<file path="config.mk">
export PLATFORM = sky130hd
export DESIGN_NAME = fail_output_and_alt_gpio
export DESIGN_NICKNAME = d
export VERILOG_FILES = /design/src/rtl/fail_output_pkg.sv /design/src/rtl/fail_output_and_alt_gpio.sv /design/src/rtl/fail_wave_gen.sv
export VERILOG_INCLUDE_DIRS = /design/src /design/src/rtl
export SDC_FILE = /design/constraint.sdc
export NUM_CORES = 1
export LEC_CHECK = 0
export BUFFER_PORTS_ARGS = -buffer_cell sky130_fd_sc_hd__buf_2
export CORE_MARGIN = 4
export CORE_UTILIZATION = 57
export CTS_CLUSTER_DIAMETER = 50
export CTS_CLUSTER_SIZE = 8
export DETAILED_ROUTE_END_ITERATION = 10
export GPL_TIMING_DRIVEN = 0
export PLACE_DENSITY = 0.85
export SLEW_MARGIN = 40
export SYNTH_ARGS = -nofsm -noshare
export SYNTH_HDL_FRONTEND = slang
export SYNTH_SLANG_ARGS = --single-unit
</file>
<file path="constraint.sdc">
create_clock -name sys_clk_i -period 1.8 [get_ports sys_clk_i]
set_input_delay 0.09 -clock sys_clk_i [delete_from_list [all_inputs] [get_ports sys_clk_i]]
set_output_delay 0.09 -clock sys_clk_i [all_outputs]
set_load 0.1 [all_outputs]
</file>
<file path="src/rtl/fail_output_defines.svh">
// Purpose: Timing counts, widths and codes for the fail output block
// Assumes: 10 MHz system clock
// Notes:   Definitions only
`ifndef FAIL_OUTPUT_DEFINES_SVH
`define FAIL_OUTPUT_DEFINES_SVH

// ----
// Clock and waveform timing
// ----
`define CLK_FREQ_HZ 10000000
// Blink period of 1.25 Hz in milliseconds
`define BLINK_PERIOD_MS 800
`define BLINK_HALF_CYC ((`CLK_FREQ_HZ / 1000) * `BLINK_PERIOD_MS / 2)
// PWM period of 100 Hz in microseconds
`define PWM_PERIOD_US 10000
`define PWM_PERIOD_CYC ((`CLK_FREQ_HZ / 1000000) * `PWM_PERIOD_US)
`define BLINK_CNT_W 23
`define PWM_CNT_W 17

// ----
// Duty select codes and period divisors
// ----
`define DUTY_SEL_W 2
`define DUTY_SEL_20 2'h0
`define DUTY_SEL_10 2'h1
`define DUTY_SEL_5 2'h2
`define DUTY_SEL_2P5 2'h3
`define DUTY_DIV_20 5
`define DUTY_DIV_10 10
`define DUTY_DIV_5 20
`define DUTY_DIV_2P5 40

// ----
// Failure counting
// ----
`define UV_CNT_W 3
`define UV_FAIL_COUNT 3'h4
`define WD_CNT_W 2
`define WD_CNT_MAX 2'h2
`define ALT_PIN_COUNT 2

`endif

</file>
<file path="src/rtl/fail_output_pkg.sv">
// Purpose: Types shared by the fail output block
// Assumes: Nothing
// Notes:   Mode codes are one-hot
`default_nettype none

package fail_output_pkg;

   typedef enum logic [4:0] {
      MODE_NORMAL    = 5'h01,
      MODE_STOP      = 5'h02,
      MODE_SLEEP     = 5'h04,
      MODE_RESTART   = 5'h08,
      MODE_FAIL_SAFE = 5'h10
   } sbc_mode_e;

   typedef enum logic [2:0] {
      ALT_FAIL_OUT   = 3'h0,
      ALT_OFF        = 3'h1,
      ALT_WAKE       = 3'h2,
      ALT_LOW_SIDE   = 3'h3,
      ALT_HIGH_SIDE  = 3'h4
   } alt_cfg_e;

   typedef enum logic [1:0] {
      HW_CFG1 = 2'h0,
      HW_CFG2 = 2'h1,
      HW_CFG3 = 2'h2,
      HW_CFG4 = 2'h3
   } hw_cfg_e;

endpackage : fail_output_pkg

`default_nettype wire

</file>
<file path="src/rtl/fail_output_and_alt_gpio.sv">
// Purpose: Failure collection, three fail outputs and alternate pin use
// Assumes: All inputs synchronous to sys_clk_i; mode given by mode logic
// Notes:   Pin outputs are registered; open-drain and switch pins use oe
//
// Summary of operation
// Three open-drain active-low fail pins driven from one failure logic.
// Second-stage thermal shutdown or supply short activates fail pins.
// Watchdog failure activates on first in configs 1/2, second in 3/4.
// Supply overvoltage activates fail pins only when its enable is set.
// Four consecutive supply undervoltage events activate fail pins.
// Activation requests fail-safe entry; watchdog case set by config.
// Fail-output-active status flag set on every failure activation except the R12 case; not set by the test bit.
// Test bit forces fail pins on; clearing it releases without trigger.
// Release needs no failure condition and the status flag cleared.
// Software clears watchdog fail by trigger, then clears status flag.
// Watchdog fail flag also cleared on sleep, fail-safe entry with a non-watchdog failure, stop disable.
// Config 2 first watchdog failure does not set the status flag.
// All pins switch together; first static, second blinks 1.25 Hz.
// Third pin gives 100 Hz PWM, default 20 percent duty.
// Duty select chooses 20, 10, 5 or 2.5 percent, reset 20.
// Alt pins reset as fail pins; config picks off, wake, LS or HS.
// Wake-configured pin records wake events in second wake status.
// Pin levels shown in level status in normal and stop modes.
// Per-mode wake, switch and off behaviour of alternate pins.
// Switch pin resumes its function after restart, config unchanged.
// Failure-activated fail pins stay on through restart into normal.
// Blink and PWM come from oscillator counters, duty from select.
`include "fail_output_defines.svh"
`default_nettype none

module fail_output_and_alt_gpio #(
   parameter int unsigned BLINK_HALF_CYC = `BLINK_HALF_CYC,
   parameter int unsigned PWM_PERIOD_CYC = `PWM_PERIOD_CYC
) (
   input wire logic sys_clk_i,                      // System clock
   input wire logic reset_n_i,                      // Sync reset, low
   input wire fail_output_pkg::sbc_mode_e mode_i,   // Current chip mode
   input wire fail_output_pkg::hw_cfg_e hw_config_i, // Hardware config
   input wire logic thermal_shutdown_stage_two_i,   // Thermal stage two
   input wire logic main_supply_rail_short_i,       // Supply short to gnd
   input wire logic main_supply_rail_ov_i,          // Supply overvoltage
   input wire logic overvoltage_fail_enable_i,      // Overvoltage fails
   input wire logic main_supply_rail_uv_event_i,    // Undervoltage pulse
   input wire logic main_supply_rail_uv_recover_i,  // Chain broken pulse
   input wire logic watchdog_fail_flag_event_i,                // Watchdog fail pulse
   input wire logic wd_trigger_ok_i,                // Good trigger pulse
   input wire logic wd_off_in_stop_i,               // Watchdog disabled
   input wire logic watchdog_fail_flag_safe_en_i,              // Wd goes fail-safe
   input wire logic fail_output_test_bit_i,         // Test activation
   input wire logic fail_flag_clear_i,              // Clear status pulse
   input wire logic [`DUTY_SEL_W-1:0] pulse_duty_select_i, // PWM duty
   input wire fail_output_pkg::alt_cfg_e second_alt_cfg_i, // Pin 2 cfg
   input wire fail_output_pkg::alt_cfg_e pulsed_alt_cfg_i, // Pin 3 cfg
   input wire logic second_alt_sw_on_i,             // Pin 2 switch on
   input wire logic pulsed_alt_sw_on_i,             // Pin 3 switch on
   input wire logic [`ALT_PIN_COUNT-1:0] wake_status_clear_i, // Clear
   input wire logic static_fail_out_i,              // Pin 1 level
   output logic static_fail_out_o,                  // Pin 1 drive value
   output logic static_fail_out_oe_o,               // Pin 1 pull low
   input wire logic second_alt_pin_i,               // Pin 2 level
   output logic second_alt_pin_o,                   // Pin 2 drive value
   output logic second_alt_pin_oe_o,                // Pin 2 driving
   input wire logic pulsed_fail_or_test_pin_i,      // Pin 3 level
   output logic pulsed_fail_or_test_pin_o,          // Pin 3 drive value
   output logic pulsed_fail_or_test_pin_oe_o,       // Pin 3 driving
   output logic fail_output_active_o,               // Status flag
   output logic watchdog_fail_flag_o,               // Watchdog fail flag
   output logic fail_outputs_on_o,                  // Fail pins active
   output logic fail_safe_enter_o,                  // Fail-safe request
   output logic [`ALT_PIN_COUNT-1:0] wake_status_second_o, // Wake bits
   output logic [`ALT_PIN_COUNT-1:0] pin_level_status_o    // Pin levels
);

   // ----
   // Declarations
   // ----
   fail_output_pkg::sbc_mode_e mode_prev_ff;
   logic [`UV_CNT_W-1:0] uv_cnt_ff;
   logic [`WD_CNT_W-1:0] wd_cnt_ff;
   logic wd_flag_ff;
   logic fail_flag_ff;
   logic fo_latch_ff;
   logic nonwd_prev_ff;
   logic fail_safe_ff;
   logic static_oe_ff;
   logic nxt_fo_latch;
   logic sleep_entry;
   logic fs_entry;
   logic uv_fail;
   logic nonwd_fail;
   logic cfg12;
   logic wd_trip;
   logic wd_first_cfg2;
   logic fail_drive;
   logic blink_low;
   logic pwm_low;
   logic in_normal;
   logic lvl_mode;
   logic sw_mode;
   logic pin_in_w [`ALT_PIN_COUNT];
   logic sw_req_w [`ALT_PIN_COUNT];
   logic wave_w [`ALT_PIN_COUNT];
   fail_output_pkg::alt_cfg_e cfg_in_w [`ALT_PIN_COUNT];
   logic pin_out_ff [`ALT_PIN_COUNT];
   logic pin_oe_ff [`ALT_PIN_COUNT];

   // ----
   // Mode decode
   // ----
   assign in_normal = (mode_i == fail_output_pkg::MODE_NORMAL);
   assign lvl_mode = in_normal || (mode_i == fail_output_pkg::MODE_STOP);
   assign sw_mode = lvl_mode || (mode_i == fail_output_pkg::MODE_SLEEP);
   assign sleep_entry = (mode_i == fail_output_pkg::MODE_SLEEP) &&
                        (mode_prev_ff != fail_output_pkg::MODE_SLEEP);
   assign fs_entry = (mode_i == fail_output_pkg::MODE_FAIL_SAFE) &&
                     (mode_prev_ff != fail_output_pkg::MODE_FAIL_SAFE);

   always_ff @(posedge sys_clk_i) begin
      if (!reset_n_i) begin
         mode_prev_ff <= fail_output_pkg::MODE_NORMAL;
      end else begin
         mode_prev_ff <= mode_i;
      end
   end

   // ----
   // Non-watchdog failure conditions
   // ----
   assign uv_fail = (uv_cnt_ff == `UV_FAIL_COUNT);
   assign nonwd_fail = thermal_shutdown_stage_two_i ||
                       main_supply_rail_short_i ||
                       (main_supply_rail_ov_i &&
                        overvoltage_fail_enable_i) ||
                       uv_fail;

   // Undervoltage chain counter; a new event beats a recovery
   always_ff @(posedge sys_clk_i) begin
      if (!reset_n_i) begin
         uv_cnt_ff <= '0;
      end else if (main_supply_rail_uv_event_i) begin
         if (uv_cnt_ff != `UV_FAIL_COUNT) begin
            uv_cnt_ff <= uv_cnt_ff + 1'b1;
         end
      end else if (main_supply_rail_uv_recover_i) begin
         uv_cnt_ff <= '0;
      end
   end

   // ----
   // Watchdog failure handling
   // ----
   assign cfg12 = (hw_config_i == fail_output_pkg::HW_CFG1) ||
                  (hw_config_i == fail_output_pkg::HW_CFG2);
   assign wd_trip = watchdog_fail_flag_event_i &&
                    (cfg12 || (wd_cnt_ff != '0));
   assign wd_first_cfg2 = watchdog_fail_flag_event_i && (wd_cnt_ff == '0) &&
                          (hw_config_i == fail_output_pkg::HW_CFG2);

   // Failures since the last good trigger
   always_ff @(posedge sys_clk_i) begin
      if (!reset_n_i) begin
         wd_cnt_ff <= '0;
      end else if (watchdog_fail_flag_event_i) begin
         if (wd_cnt_ff != `WD_CNT_MAX) begin
            wd_cnt_ff <= wd_cnt_ff + 1'b1;
         end
      end else if (wd_trigger_ok_i) begin
         wd_cnt_ff <= '0;
      end
   end

   // A new failure wins over every clear source
   always_ff @(posedge sys_clk_i) begin
      if (!reset_n_i) begin
         wd_flag_ff <= 1'b0;
      end else if (watchdog_fail_flag_event_i) begin
         wd_flag_ff <= 1'b1;
      end else if (wd_trigger_ok_i || sleep_entry ||
                   (fs_entry && nonwd_fail) ||
                   ((mode_i == fail_output_pkg::MODE_STOP) &&
                    wd_off_in_stop_i)) begin
         wd_flag_ff <= 1'b0;
      end
   end

   // ----
   // Status flag and fail output latch
   // ----
   always_ff @(posedge sys_clk_i) begin
      if (!reset_n_i) begin
         fail_flag_ff <= 1'b0;
      end else if (nonwd_fail || (wd_trip && !wd_first_cfg2)) begin
         fail_flag_ff <= 1'b1; // see R7
      end else if (fail_flag_clear_i) begin
         fail_flag_ff <= 1'b0;
      end
   end

   // Held through every mode until properly released
   always_comb begin
      nxt_fo_latch = fo_latch_ff;
      if (nonwd_fail || wd_trip) begin
         nxt_fo_latch = 1'b1; // see R2
      end else if (!fail_flag_ff && !wd_flag_ff) begin
         nxt_fo_latch = 1'b0; // see R9
      end
   end

   always_ff @(posedge sys_clk_i) begin
      if (!reset_n_i) begin
         fo_latch_ff <= 1'b0;
      end else begin
         fo_latch_ff <= nxt_fo_latch;
      end
   end

   assign fail_drive = fo_latch_ff || fail_output_test_bit_i;

   // ----
   // Fail-safe request
   // ----
   always_ff @(posedge sys_clk_i) begin
      if (!reset_n_i) begin
         nonwd_prev_ff <= 1'b0;
         fail_safe_ff <= 1'b0;
      end else begin
         nonwd_prev_ff <= nonwd_fail;
         fail_safe_ff <= (nonwd_fail && !nonwd_prev_ff) ||
                         (wd_trip && watchdog_fail_flag_safe_en_i);
      end
   end

   // ----
   // Waveforms
   // ----
   fail_wave_gen #(
      .BLINK_HALF(BLINK_HALF_CYC),
      .PWM_PERIOD(PWM_PERIOD_CYC)
   ) u_wave (
      .sys_clk_i(sys_clk_i),
      .reset_n_i(reset_n_i),
      .run_i(fail_drive),
      .duty_sel_i(pulse_duty_select_i),
      .blink_low_o(blink_low),
      .pwm_low_o(pwm_low)
   );

   // Static pin pulls low whenever the fail logic is on
   always_ff @(posedge sys_clk_i) begin
      if (!reset_n_i) begin
         static_oe_ff <= 1'b0;
      end else begin
         static_oe_ff <= fail_drive; // see R1
      end
   end

   // ----
   // Alternate function pins
   // ----
   assign pin_in_w[0] = second_alt_pin_i;
   assign pin_in_w[1] = pulsed_fail_or_test_pin_i;
   assign sw_req_w[0] = second_alt_sw_on_i;
   assign sw_req_w[1] = pulsed_alt_sw_on_i;
   assign cfg_in_w[0] = second_alt_cfg_i;
   assign cfg_in_w[1] = pulsed_alt_cfg_i;
   assign wave_w[0] = blink_low;
   assign wave_w[1] = pwm_low;

   for (genvar i = 0; i < `ALT_PIN_COUNT; i++) begin : g_alt
      fail_output_pkg::alt_cfg_e cfg_ff;
      logic sw_ff;
      logic lvl_prev_ff;
      logic lvl_ff;
      logic wake_ff;
      logic wake_cap;
      logic sw_on;
      logic fail_output_test_bit;
      logic is_sw;

      // Config and switch state only follow software in normal mode
      always_ff @(posedge sys_clk_i) begin
         if (!reset_n_i) begin
            cfg_ff <= fail_output_pkg::ALT_FAIL_OUT;
            sw_ff <= 1'b0;
         end else if (in_normal) begin
            cfg_ff <= cfg_in_w[i];
            sw_ff <= sw_req_w[i];
         end
      end

      assign is_sw = (cfg_ff == fail_output_pkg::ALT_LOW_SIDE) ||
                     (cfg_ff == fail_output_pkg::ALT_HIGH_SIDE);
      assign wake_cap = (cfg_ff == fail_output_pkg::ALT_WAKE) &&
                        (mode_i != fail_output_pkg::MODE_FAIL_SAFE);
      assign sw_on = is_sw && sw_mode && sw_ff; // see R19
      assign fail_output_test_bit = (cfg_ff == fail_output_pkg::ALT_FAIL_OUT) &&
                     fail_drive && wave_w[i]; // see R13

      always_ff @(posedge sys_clk_i) begin
         if (!reset_n_i) begin
            pin_oe_ff[i] <= 1'b0;
            pin_out_ff[i] <= 1'b0;
         end else begin
            pin_oe_ff[i] <= fail_output_test_bit || sw_on;
            pin_out_ff[i] <= (cfg_ff == fail_output_pkg::ALT_HIGH_SIDE);
         end
      end

      // Level status and wake detection on any pin edge
      always_ff @(posedge sys_clk_i) begin
         if (!reset_n_i) begin
            lvl_prev_ff <= 1'b1;
            lvl_ff <= 1'b0;
         end else begin
            lvl_prev_ff <= pin_in_w[i];
            if (lvl_mode) begin
               lvl_ff <= pin_in_w[i];
            end
         end
      end

      always_ff @(posedge sys_clk_i) begin
         if (!reset_n_i) begin
            wake_ff <= 1'b0;
         end else if (wake_cap && (pin_in_w[i] != lvl_prev_ff)) begin
            wake_ff <= 1'b1;
         end else if (wake_status_clear_i[i]) begin
            wake_ff <= 1'b0;
         end
      end

      assign wake_status_second_o[i] = wake_ff;
      assign pin_level_status_o[i] = lvl_ff;
   end

   // ----
   // Outputs
   // ----
   assign static_fail_out_o = 1'b0;
   assign static_fail_out_oe_o = static_oe_ff;
   assign second_alt_pin_o = pin_out_ff[0];
   assign second_alt_pin_oe_o = pin_oe_ff[0];
   assign pulsed_fail_or_test_pin_o = pin_out_ff[1];
   assign pulsed_fail_or_test_pin_oe_o = pin_oe_ff[1];
   assign fail_output_active_o = fail_flag_ff;
   assign watchdog_fail_flag_o = wd_flag_ff;
   assign fail_outputs_on_o = static_oe_ff;
   assign fail_safe_enter_o = fail_safe_ff;

endmodule : fail_output_and_alt_gpio

`default_nettype wire

</file>
<file path="src/rtl/fail_wave_gen.sv">
// Purpose: Blink and PWM waveform counters for the fail outputs
// Assumes: Counters start in the active phase when run rises
// Notes:   Outputs are 1 while the pin should be pulled low
`include "fail_output_defines.svh"
`default_nettype none

module fail_wave_gen #(
   parameter int unsigned BLINK_HALF = `BLINK_HALF_CYC,
   parameter int unsigned PWM_PERIOD = `PWM_PERIOD_CYC
) (
   input wire logic sys_clk_i,                     // System clock
   input wire logic reset_n_i,                     // Sync reset, low
   input wire logic run_i,                         // Waveforms running
   input wire logic [`DUTY_SEL_W-1:0] duty_sel_i,  // PWM duty code
   output logic blink_low_o,                       // Blink phase low
   output logic pwm_low_o                          // PWM phase low
);

   localparam logic [`BLINK_CNT_W-1:0] BLINK_LAST =
      `BLINK_CNT_W'(BLINK_HALF - 1);
   localparam logic [`PWM_CNT_W-1:0] PWM_LAST = `PWM_CNT_W'(PWM_PERIOD - 1);

   logic [`BLINK_CNT_W-1:0] blink_cnt_ff;
   logic blink_phase_ff;
   logic [`PWM_CNT_W-1:0] pwm_cnt_ff;
   logic [`PWM_CNT_W-1:0] duty_cmp;

   // ----
   // Blink: toggle every half period
   // ----
   always_ff @(posedge sys_clk_i) begin
      if (!reset_n_i || !run_i) begin
         blink_cnt_ff <= '0;
         blink_phase_ff <= 1'b1;
      end else if (blink_cnt_ff == BLINK_LAST) begin
         blink_cnt_ff <= '0;
         blink_phase_ff <= ~blink_phase_ff;
      end else begin
         blink_cnt_ff <= blink_cnt_ff + 1'b1;
      end
   end

   // ----
   // PWM: compare against duty fraction of the period
   // ----
   always_comb begin
      case (duty_sel_i)
         `DUTY_SEL_20: duty_cmp = `PWM_CNT_W'(PWM_PERIOD / `DUTY_DIV_20);
         `DUTY_SEL_10: duty_cmp = `PWM_CNT_W'(PWM_PERIOD / `DUTY_DIV_10);
         `DUTY_SEL_5: duty_cmp = `PWM_CNT_W'(PWM_PERIOD / `DUTY_DIV_5);
         `DUTY_SEL_2P5: duty_cmp = `PWM_CNT_W'(PWM_PERIOD / `DUTY_DIV_2P5);
         default: duty_cmp = `PWM_CNT_W'(PWM_PERIOD / `DUTY_DIV_20);
      endcase
   end

   always_ff @(posedge sys_clk_i) begin
      if (!reset_n_i || !run_i) begin
         pwm_cnt_ff <= '0;
      end else if (pwm_cnt_ff == PWM_LAST) begin
         pwm_cnt_ff <= '0;
      end else begin
         pwm_cnt_ff <= pwm_cnt_ff + 1'b1;
      end
   end

   assign blink_low_o = blink_phase_ff;
   assign pwm_low_o = (pwm_cnt_ff < duty_cmp);

endmodule : fail_wave_gen

`default_nettype wire

</file>
# Word-level counts from Yosys, hierarchy flattened

Memories as Yosys holds them, arrays and structs flattened.
Index checks and enable logic that the tools add are counted.

Add/subtract/negate cells: 4
$lt $le $gt $ge: 1
Equal/unequal tests: 26
Muxes and demuxes: 23
Bitwise operators: 5
Reduce and logical (&&, ||, !) cells: 66

Operators by type and width:

| kind                                                                    | count |
|---|---|
| 17-bit case mux with 4 select lines                                     | 1 |
| 1-bit logical AND                                                       | 24 |
| 23-bit by 1-bit adder with 23-bit output, second input constant         | 1 |
| 23-bit by 22-bit equality test with 1-bit output, second input constant | 1 |
| 1-bit logical OR                                                        | 19 |
| 17-bit by 1-bit adder with 17-bit output, second input constant         | 1 |
| 17-bit equality test, second input constant                             | 1 |
| 17-bit < comparator                                                     | 1 |
| 1-bit two-way mux                                                       | 16 |
| 2-bit nonzero test                                                      | 8 |
| 3-bit by 2-bit equality test with 1-bit output, second input constant   | 4 |
| 5-bit != test, second input constant                                    | 2 |
| 3-bit equality test, second input constant                              | 3 |
| 3-bit two-way mux                                                       | 3 |
| 1-bit logical NOT                                                       | 6 |
| 2-bit logical NOT                                                       | 3 |
| 3-bit logical NOT                                                       | 2 |
| 2-bit two-way mux                                                       | 3 |
| 5-bit by 1-bit equality test with 1-bit output, second input constant   | 1 |
| 5-bit by 2-bit equality test with 1-bit output, second input constant   | 1 |
| 5-bit by 3-bit equality test with 1-bit output, second input constant   | 1 |
| 5-bit equality test, second input constant                              | 1 |
| 5-bit by 3-bit != test with 1-bit output, second input constant         | 1 |
| 2-bit by 1-bit equality test with 1-bit output, second input constant   | 2 |
| 11 further kinds                                                        | 19 |

Register bits after elaboration: 71
RAM bits: 4
Input bits: 36
Word-level logic and storage cells: 149
Memories: 2

Memories:

| memory     | words | width | rd ports | clocked after Yosys merged registers in | write ports | RTL line                        | source |
|---|---|---|---|---|---|---|---|
| pin_oe_ff  | 2     | 1     | 2        | 0                                       | 2           | fail_output_and_alt_gpio.sv:105 | `` logic pin_oe_ff [`ALT_PIN_COUNT]; `` |
| pin_out_ff | 2     | 1     | 2        | 0                                       | 2           | fail_output_and_alt_gpio.sv:104 | `` logic pin_out_ff [`ALT_PIN_COUNT]; `` |

# Logic depth before layout (Yosys ltp)

Word-level depth: 8
Depth in mapped cells: 9
Gate-level depth less buffers: 9

# Cells and area by module

Synthesis repeated with hierarchy kept, for this count alone.

Cells, all modules: 423
Area, all modules: 3,679.8 sq um

Modules (own cells, without submodules):

| module                   | times used | cells an instance | area an instance (sq um) | seq. area each (sq um) |
|---|---|---|---|---|
| fail_wave_gen            | 1          | 250               | 2,182.1                  | 820.8 |
| fail_output_and_alt_gpio | 1          | 173               | 1,497.7                  | 680.7 |

# Worst setup path before layout

Ideal clock, no wire load.

Kind: in2reg
From: input port pulse_duty_select_i[0]
To: memory pin_oe_ff[1]
Library setup time: 0.123 ns
Arrival: 1.453 ns
Required time: 1.677 ns
Setup slack: 0.225 ns
Stages on the path: 8
Path buffers: 0
Cell sequence: inv_1 ha_1 inv_1 ha_1 nand4_1 or4_1 a31oi_1 o21ai_0

RTL lines:

| what               | RTL line                        | source |
|---|---|---|
| start: declaration | fail_output_and_alt_gpio.sv:51  | `` input wire logic [`DUTY_SEL_W-1:0] pulse_duty_select_i, `` |
| end: declaration   | fail_output_and_alt_gpio.sv:105 |  |

# Worst setup path after layout

From: register u_wave.blink_cnt_ff[18]
To: register u_wave.blink_cnt_ff[5]

Longest elaborated chain between the ends: 2

RTL lines:

| what                                             | RTL line            | source |
|---|---|---|
| start: declaration                               | fail_wave_gen.sv:23 | `` logic [`BLINK_CNT_W-1:0] blink_cnt_ff; `` |
| start signal: assignment                         | fail_wave_gen.sv:39 | `blink_cnt_ff <= blink_cnt_ff + 1'b1;` |
| 23-bit by 22-bit equality test with 1-bit output | fail_wave_gen.sv:35 | `end else if (blink_cnt_ff == BLINK_LAST) begin` |
| 2-bit OR reduction (no source line)              | -                   |  |

Every way passes these cells.
A chain may end at the register's enable or synchronous reset.

==> flow_metrics.env <==
export IMPL_syn_inst=409
export IMPL_antenna_found_initial=0
export IMPL_dieArea_um2=7600
export IMPL_cts_buffer_depth=2
export IMPL_fin_ws_ns=0.0660
export IMPL_hpwl_um=5370
export IMPL_clockRootBuffer="clkbuf_8"
export IMPL_synth_flop_cell="dfxtp_1"
export IMPL_multi_input_area_um2=1970
export IMPL_whs_path_depth=3
export IMPL_antenna_cells=0
export IMPL_p_sw_frac=0.262
export IMPL_vias=3044
export IMPL_critPathCaptureType="flip-flop"
export IMPL_dp_cells=531
export IMPL_vdd_drop_max_mv=0.446
export IMPL_grtUsageTotal=0.212
export IMPL_fmax_mhz=577
export IMPL_overflow=0
export IMPL_final_cell_mix="75 x nor2_1, 71 x dfxtp_1, 48 x buf_2"
export IMPL_rr_worst_depth=6
export IMPL_worstPathRequired_ns=2.04
export IMPL_grt_pass1_wl_um=12700
export IMPL_power_frac_seq=0.515
export IMPL_fin_crit_ns=1.73
export IMPL_status="complete, no violations"
export IMPL_crit_type="reg -> reg"
export IMPL_fp_dieW_um=87.2
export IMPL_rows=28
export IMPL_port_buffer_count=47
export IMPL_worstMarginPinSlew_ns=0.516
export IMPL_cts_sinks=75
export IMPL_rsz0062_at_grt="no"
export IMPL_die_h_um=87.2
export IMPL_yosysTopAreaCell="dfxtp_1"
export IMPL_cp_start_kind="flip-flop"
export IMPL_post_place_ws_ns=-0.118
export IMPL_internal_power_mw=2.47
export IMPL_synth_top_cell_area_share=0.420
export IMPL_holdPathEnd="watchdog_fail_flag_o"
export IMPL_grt_max_degree=16
export IMPL_drt_initial_drc_count=149
export IMPL_hold_path_startpoint="watchdog_fail_flag_event_i"
export IMPL_syn_num_nets=467
export IMPL_final_cells=561
export IMPL_cts_tree="done"
export IMPL_final_common_cell="nor2_1"
export IMPL_regToRegSetupSlack_ns=0.07
export IMPL_leakage_nw=1.79
export IMPL_max_cap_violations=0
export IMPL_maxSlewViolCount=0
export IMPL_grt_pass1_vias=2942
export IMPL_gp_congestion=0.866
export IMPL_drtPass1Iterations=5
export IMPL_n_fill_cell=439
export IMPL_clkLatencyLatePin_ns=0.35
export IMPL_area_delta_synth_final_pct=20.5
export IMPL_initial_core_util=0.596
export IMPL_synth_seq_cells=75
export IMPL_max_slew_margin=0.654
export IMPL_avgSynthCellArea_um2=8.74
export IMPL_worstReg2RegEnd="u_wave.blink_cnt_ff[5]"
export IMPL_combPwrFrac=0.120
export IMPL_synthDistinctLibCells=45
export IMPL_rr_startpoint="u_wave.blink_cnt_ff[18]"
export IMPL_remaining_drc_errors=0
export IMPL_synth_edff_count=0
export IMPL_fin_crit_sh=0.963
export IMPL_drt_wirelength_per_cell_um=13.8
export IMPL_crit_arrival_ns=1.97
export IMPL_io_pins=50
export IMPL_min_path_type="in -> reg"
export IMPL_finalHoldViolCount=0
export IMPL_drt_total_wl_um=7730
export IMPL_viasPerCell=5.43
export IMPL_ant_nets=0
export IMPL_synth_cell_area_um2=3570
export IMPL_utilization=0.719
export IMPL_cts_buffers=9
export IMPL_skew_ns=0.0115
export IMPL_finalPower_mw=3.35
export IMPL_drive_gt1_frac=0.177
export IMPL_async_flop_share=0
export IMPL_p_per_area_nw_per_um2=777
export IMPL_layout_nets=540
export IMPL_place_area_um2=3900
export IMPL_setup_violations=0
export IMPL_register_area_um2=1510
export IMPL_cp_max_fo=10
export IMPL_yosys_top_cells_area="dfxtp_1 42%, nor2_1 7.9%, ha_1 7.7%, xnor2_1 5.1%, xor2_1 4.7%"
export IMPL_cts_clk_slew_worst_paths_ns=0.08
export IMPL_yosysSeqAreaShare=0.420
export IMPL_finalInstanceArea_um2=4310
export IMPL_clkPwrFrac=0.365
export IMPL_htreeDepth=3
export IMPL_coreArea_um2=5990
export IMPL_p_switching_mw=0.878
export IMPL_yosys_warnings=0
==> final cells by class <==
class                   count  area share
multi-input cells         302       0.459
flip-flops and latches     75       0.350
plain buffers              12      0.0195
repair buffers             63      0.0913
clock buffers              10      0.0296
inverters                  19      0.0166
well taps                  75      0.0218
clock inverters             5      0.0128
==> cell usage after synthesis (all sizes together) (12+ instances only) <==
library cell / instances
inv: 19
nand4: 18
nor3: 12
ha: 22
a21oi: 15
nand3: 17
dfxtp: 75
nor2: 75
xor2: 19
xnor2: 21
nand2: 28
==> sequential cells by signal, indices dropped and copies added (netlist names), 2 cells and up <==
name and cells:
uv_cnt_ff 3, g_alt.lvl_prev_ff 2, pin_out_ff 2, g_alt.sw_ff 2, u_wave.blink_cnt_ff 23, g_alt.lvl_ff 2
g_alt.wake_ff 2, pin_oe_ff 2, u_wave.pwm_cnt_ff 17, mode_prev_ff 5, g_alt.cfg_ff 6, wd_cnt_ff 2
==> power by group through the flow <==
stage / Combinational [mW] / Clock, mW / Sequential, mW
2_1_floorplan: 0.182 / 0 / 1.83
3_3_place_gp: 0.354 / 0 / 1.76
3_5_place_dp: 0.366 / 0 / 1.76
4_1_cts: 0.392 / 1.25 / 1.72
5_1_grt: 0.437 / 1.33 / 1.73
6_report: 0.401 / 1.22 / 1.72
==> per-stage QoR <==
step | hold slack [ns] | setup TNS (ns)
6_report | 0.0317 | 0
5_1_grt | 0.0318 | 0
4_1_cts | 0.0247 | 0
3_5_place_dp | 0.314 | -0.831
3_3_place_gp | 0.312 | -0.190
2_1_floorplan | 0.191 | 0
==> routing by layer <==
metal  part of all wire  GRT usage  vias up
met5                  0          0        -
met2               0.49      0.378       75
li1                   -          -     1542
met3              0.050     0.0445       15
met1               0.44      0.240     1412
met4              0.021     0.0990        0
==> critical path, cell delays in order, from the launching register on <==
cell	delay, ns
dfxtp_2	0.38
nand4_1	0.13
or4b_4	0.51
nor3_2	0.23
or2b_4	0.18
buf_6	0.14
nor2_1	0.05
==> what timing repair did <==
item | in CTS | in global routing
cloned | 0 | 0
setup endpoints to repair | 21 | 36
setup buffers | 0 | 1
hold buffers | 15 | 0
hold endpoints to repair | 15 | 0
pin swaps | 0 | 2
resized for setup | 2 | 13
==> how the worst max path moves through the flow <==
| stage | startpoint | to | slack [ns] | cells after the start |
|---|---|---|---|---|
| finish | u_wave.blink_cnt_ff[18] | u_wave.blink_cnt_ff[5] | 0.07 | 6 |
| global route | u_wave.blink_cnt_ff[18] | u_wave.blink_cnt_ff[3] | 0.003 | 6 |
| floorplan | pulse_duty_select_i[0] | pin_oe_ff[1] | 0.22 | 8 |
| CTS | u_wave.blink_cnt_ff[19] | u_wave.blink_cnt_ff[7] | 0.02 | 6 |
| global placement | pulse_duty_select_i[0] | pin_oe_ff[1] | -0.08 | 9 |
| detailed placement | pulse_duty_select_i[1] | pin_oe_ff[1] | -0.12 | 9 |
==> logic make-up (layout without fill, tap and decap cells) <==
kind of cell	after synthesis	after routing	share of synthesized area
xor+xnor	40	40	0.0980
fa+ha+maj	22	22	0.0770
mux	11	11	0.0312
buf+inv	32	109	0.0448
other cells	1	1	0.00105
flops	75	75	0.420
compound gates	37	37	0.0620
simple gates	191	191	0.266
No activity file was read; power rests on OpenSTA's default activity.
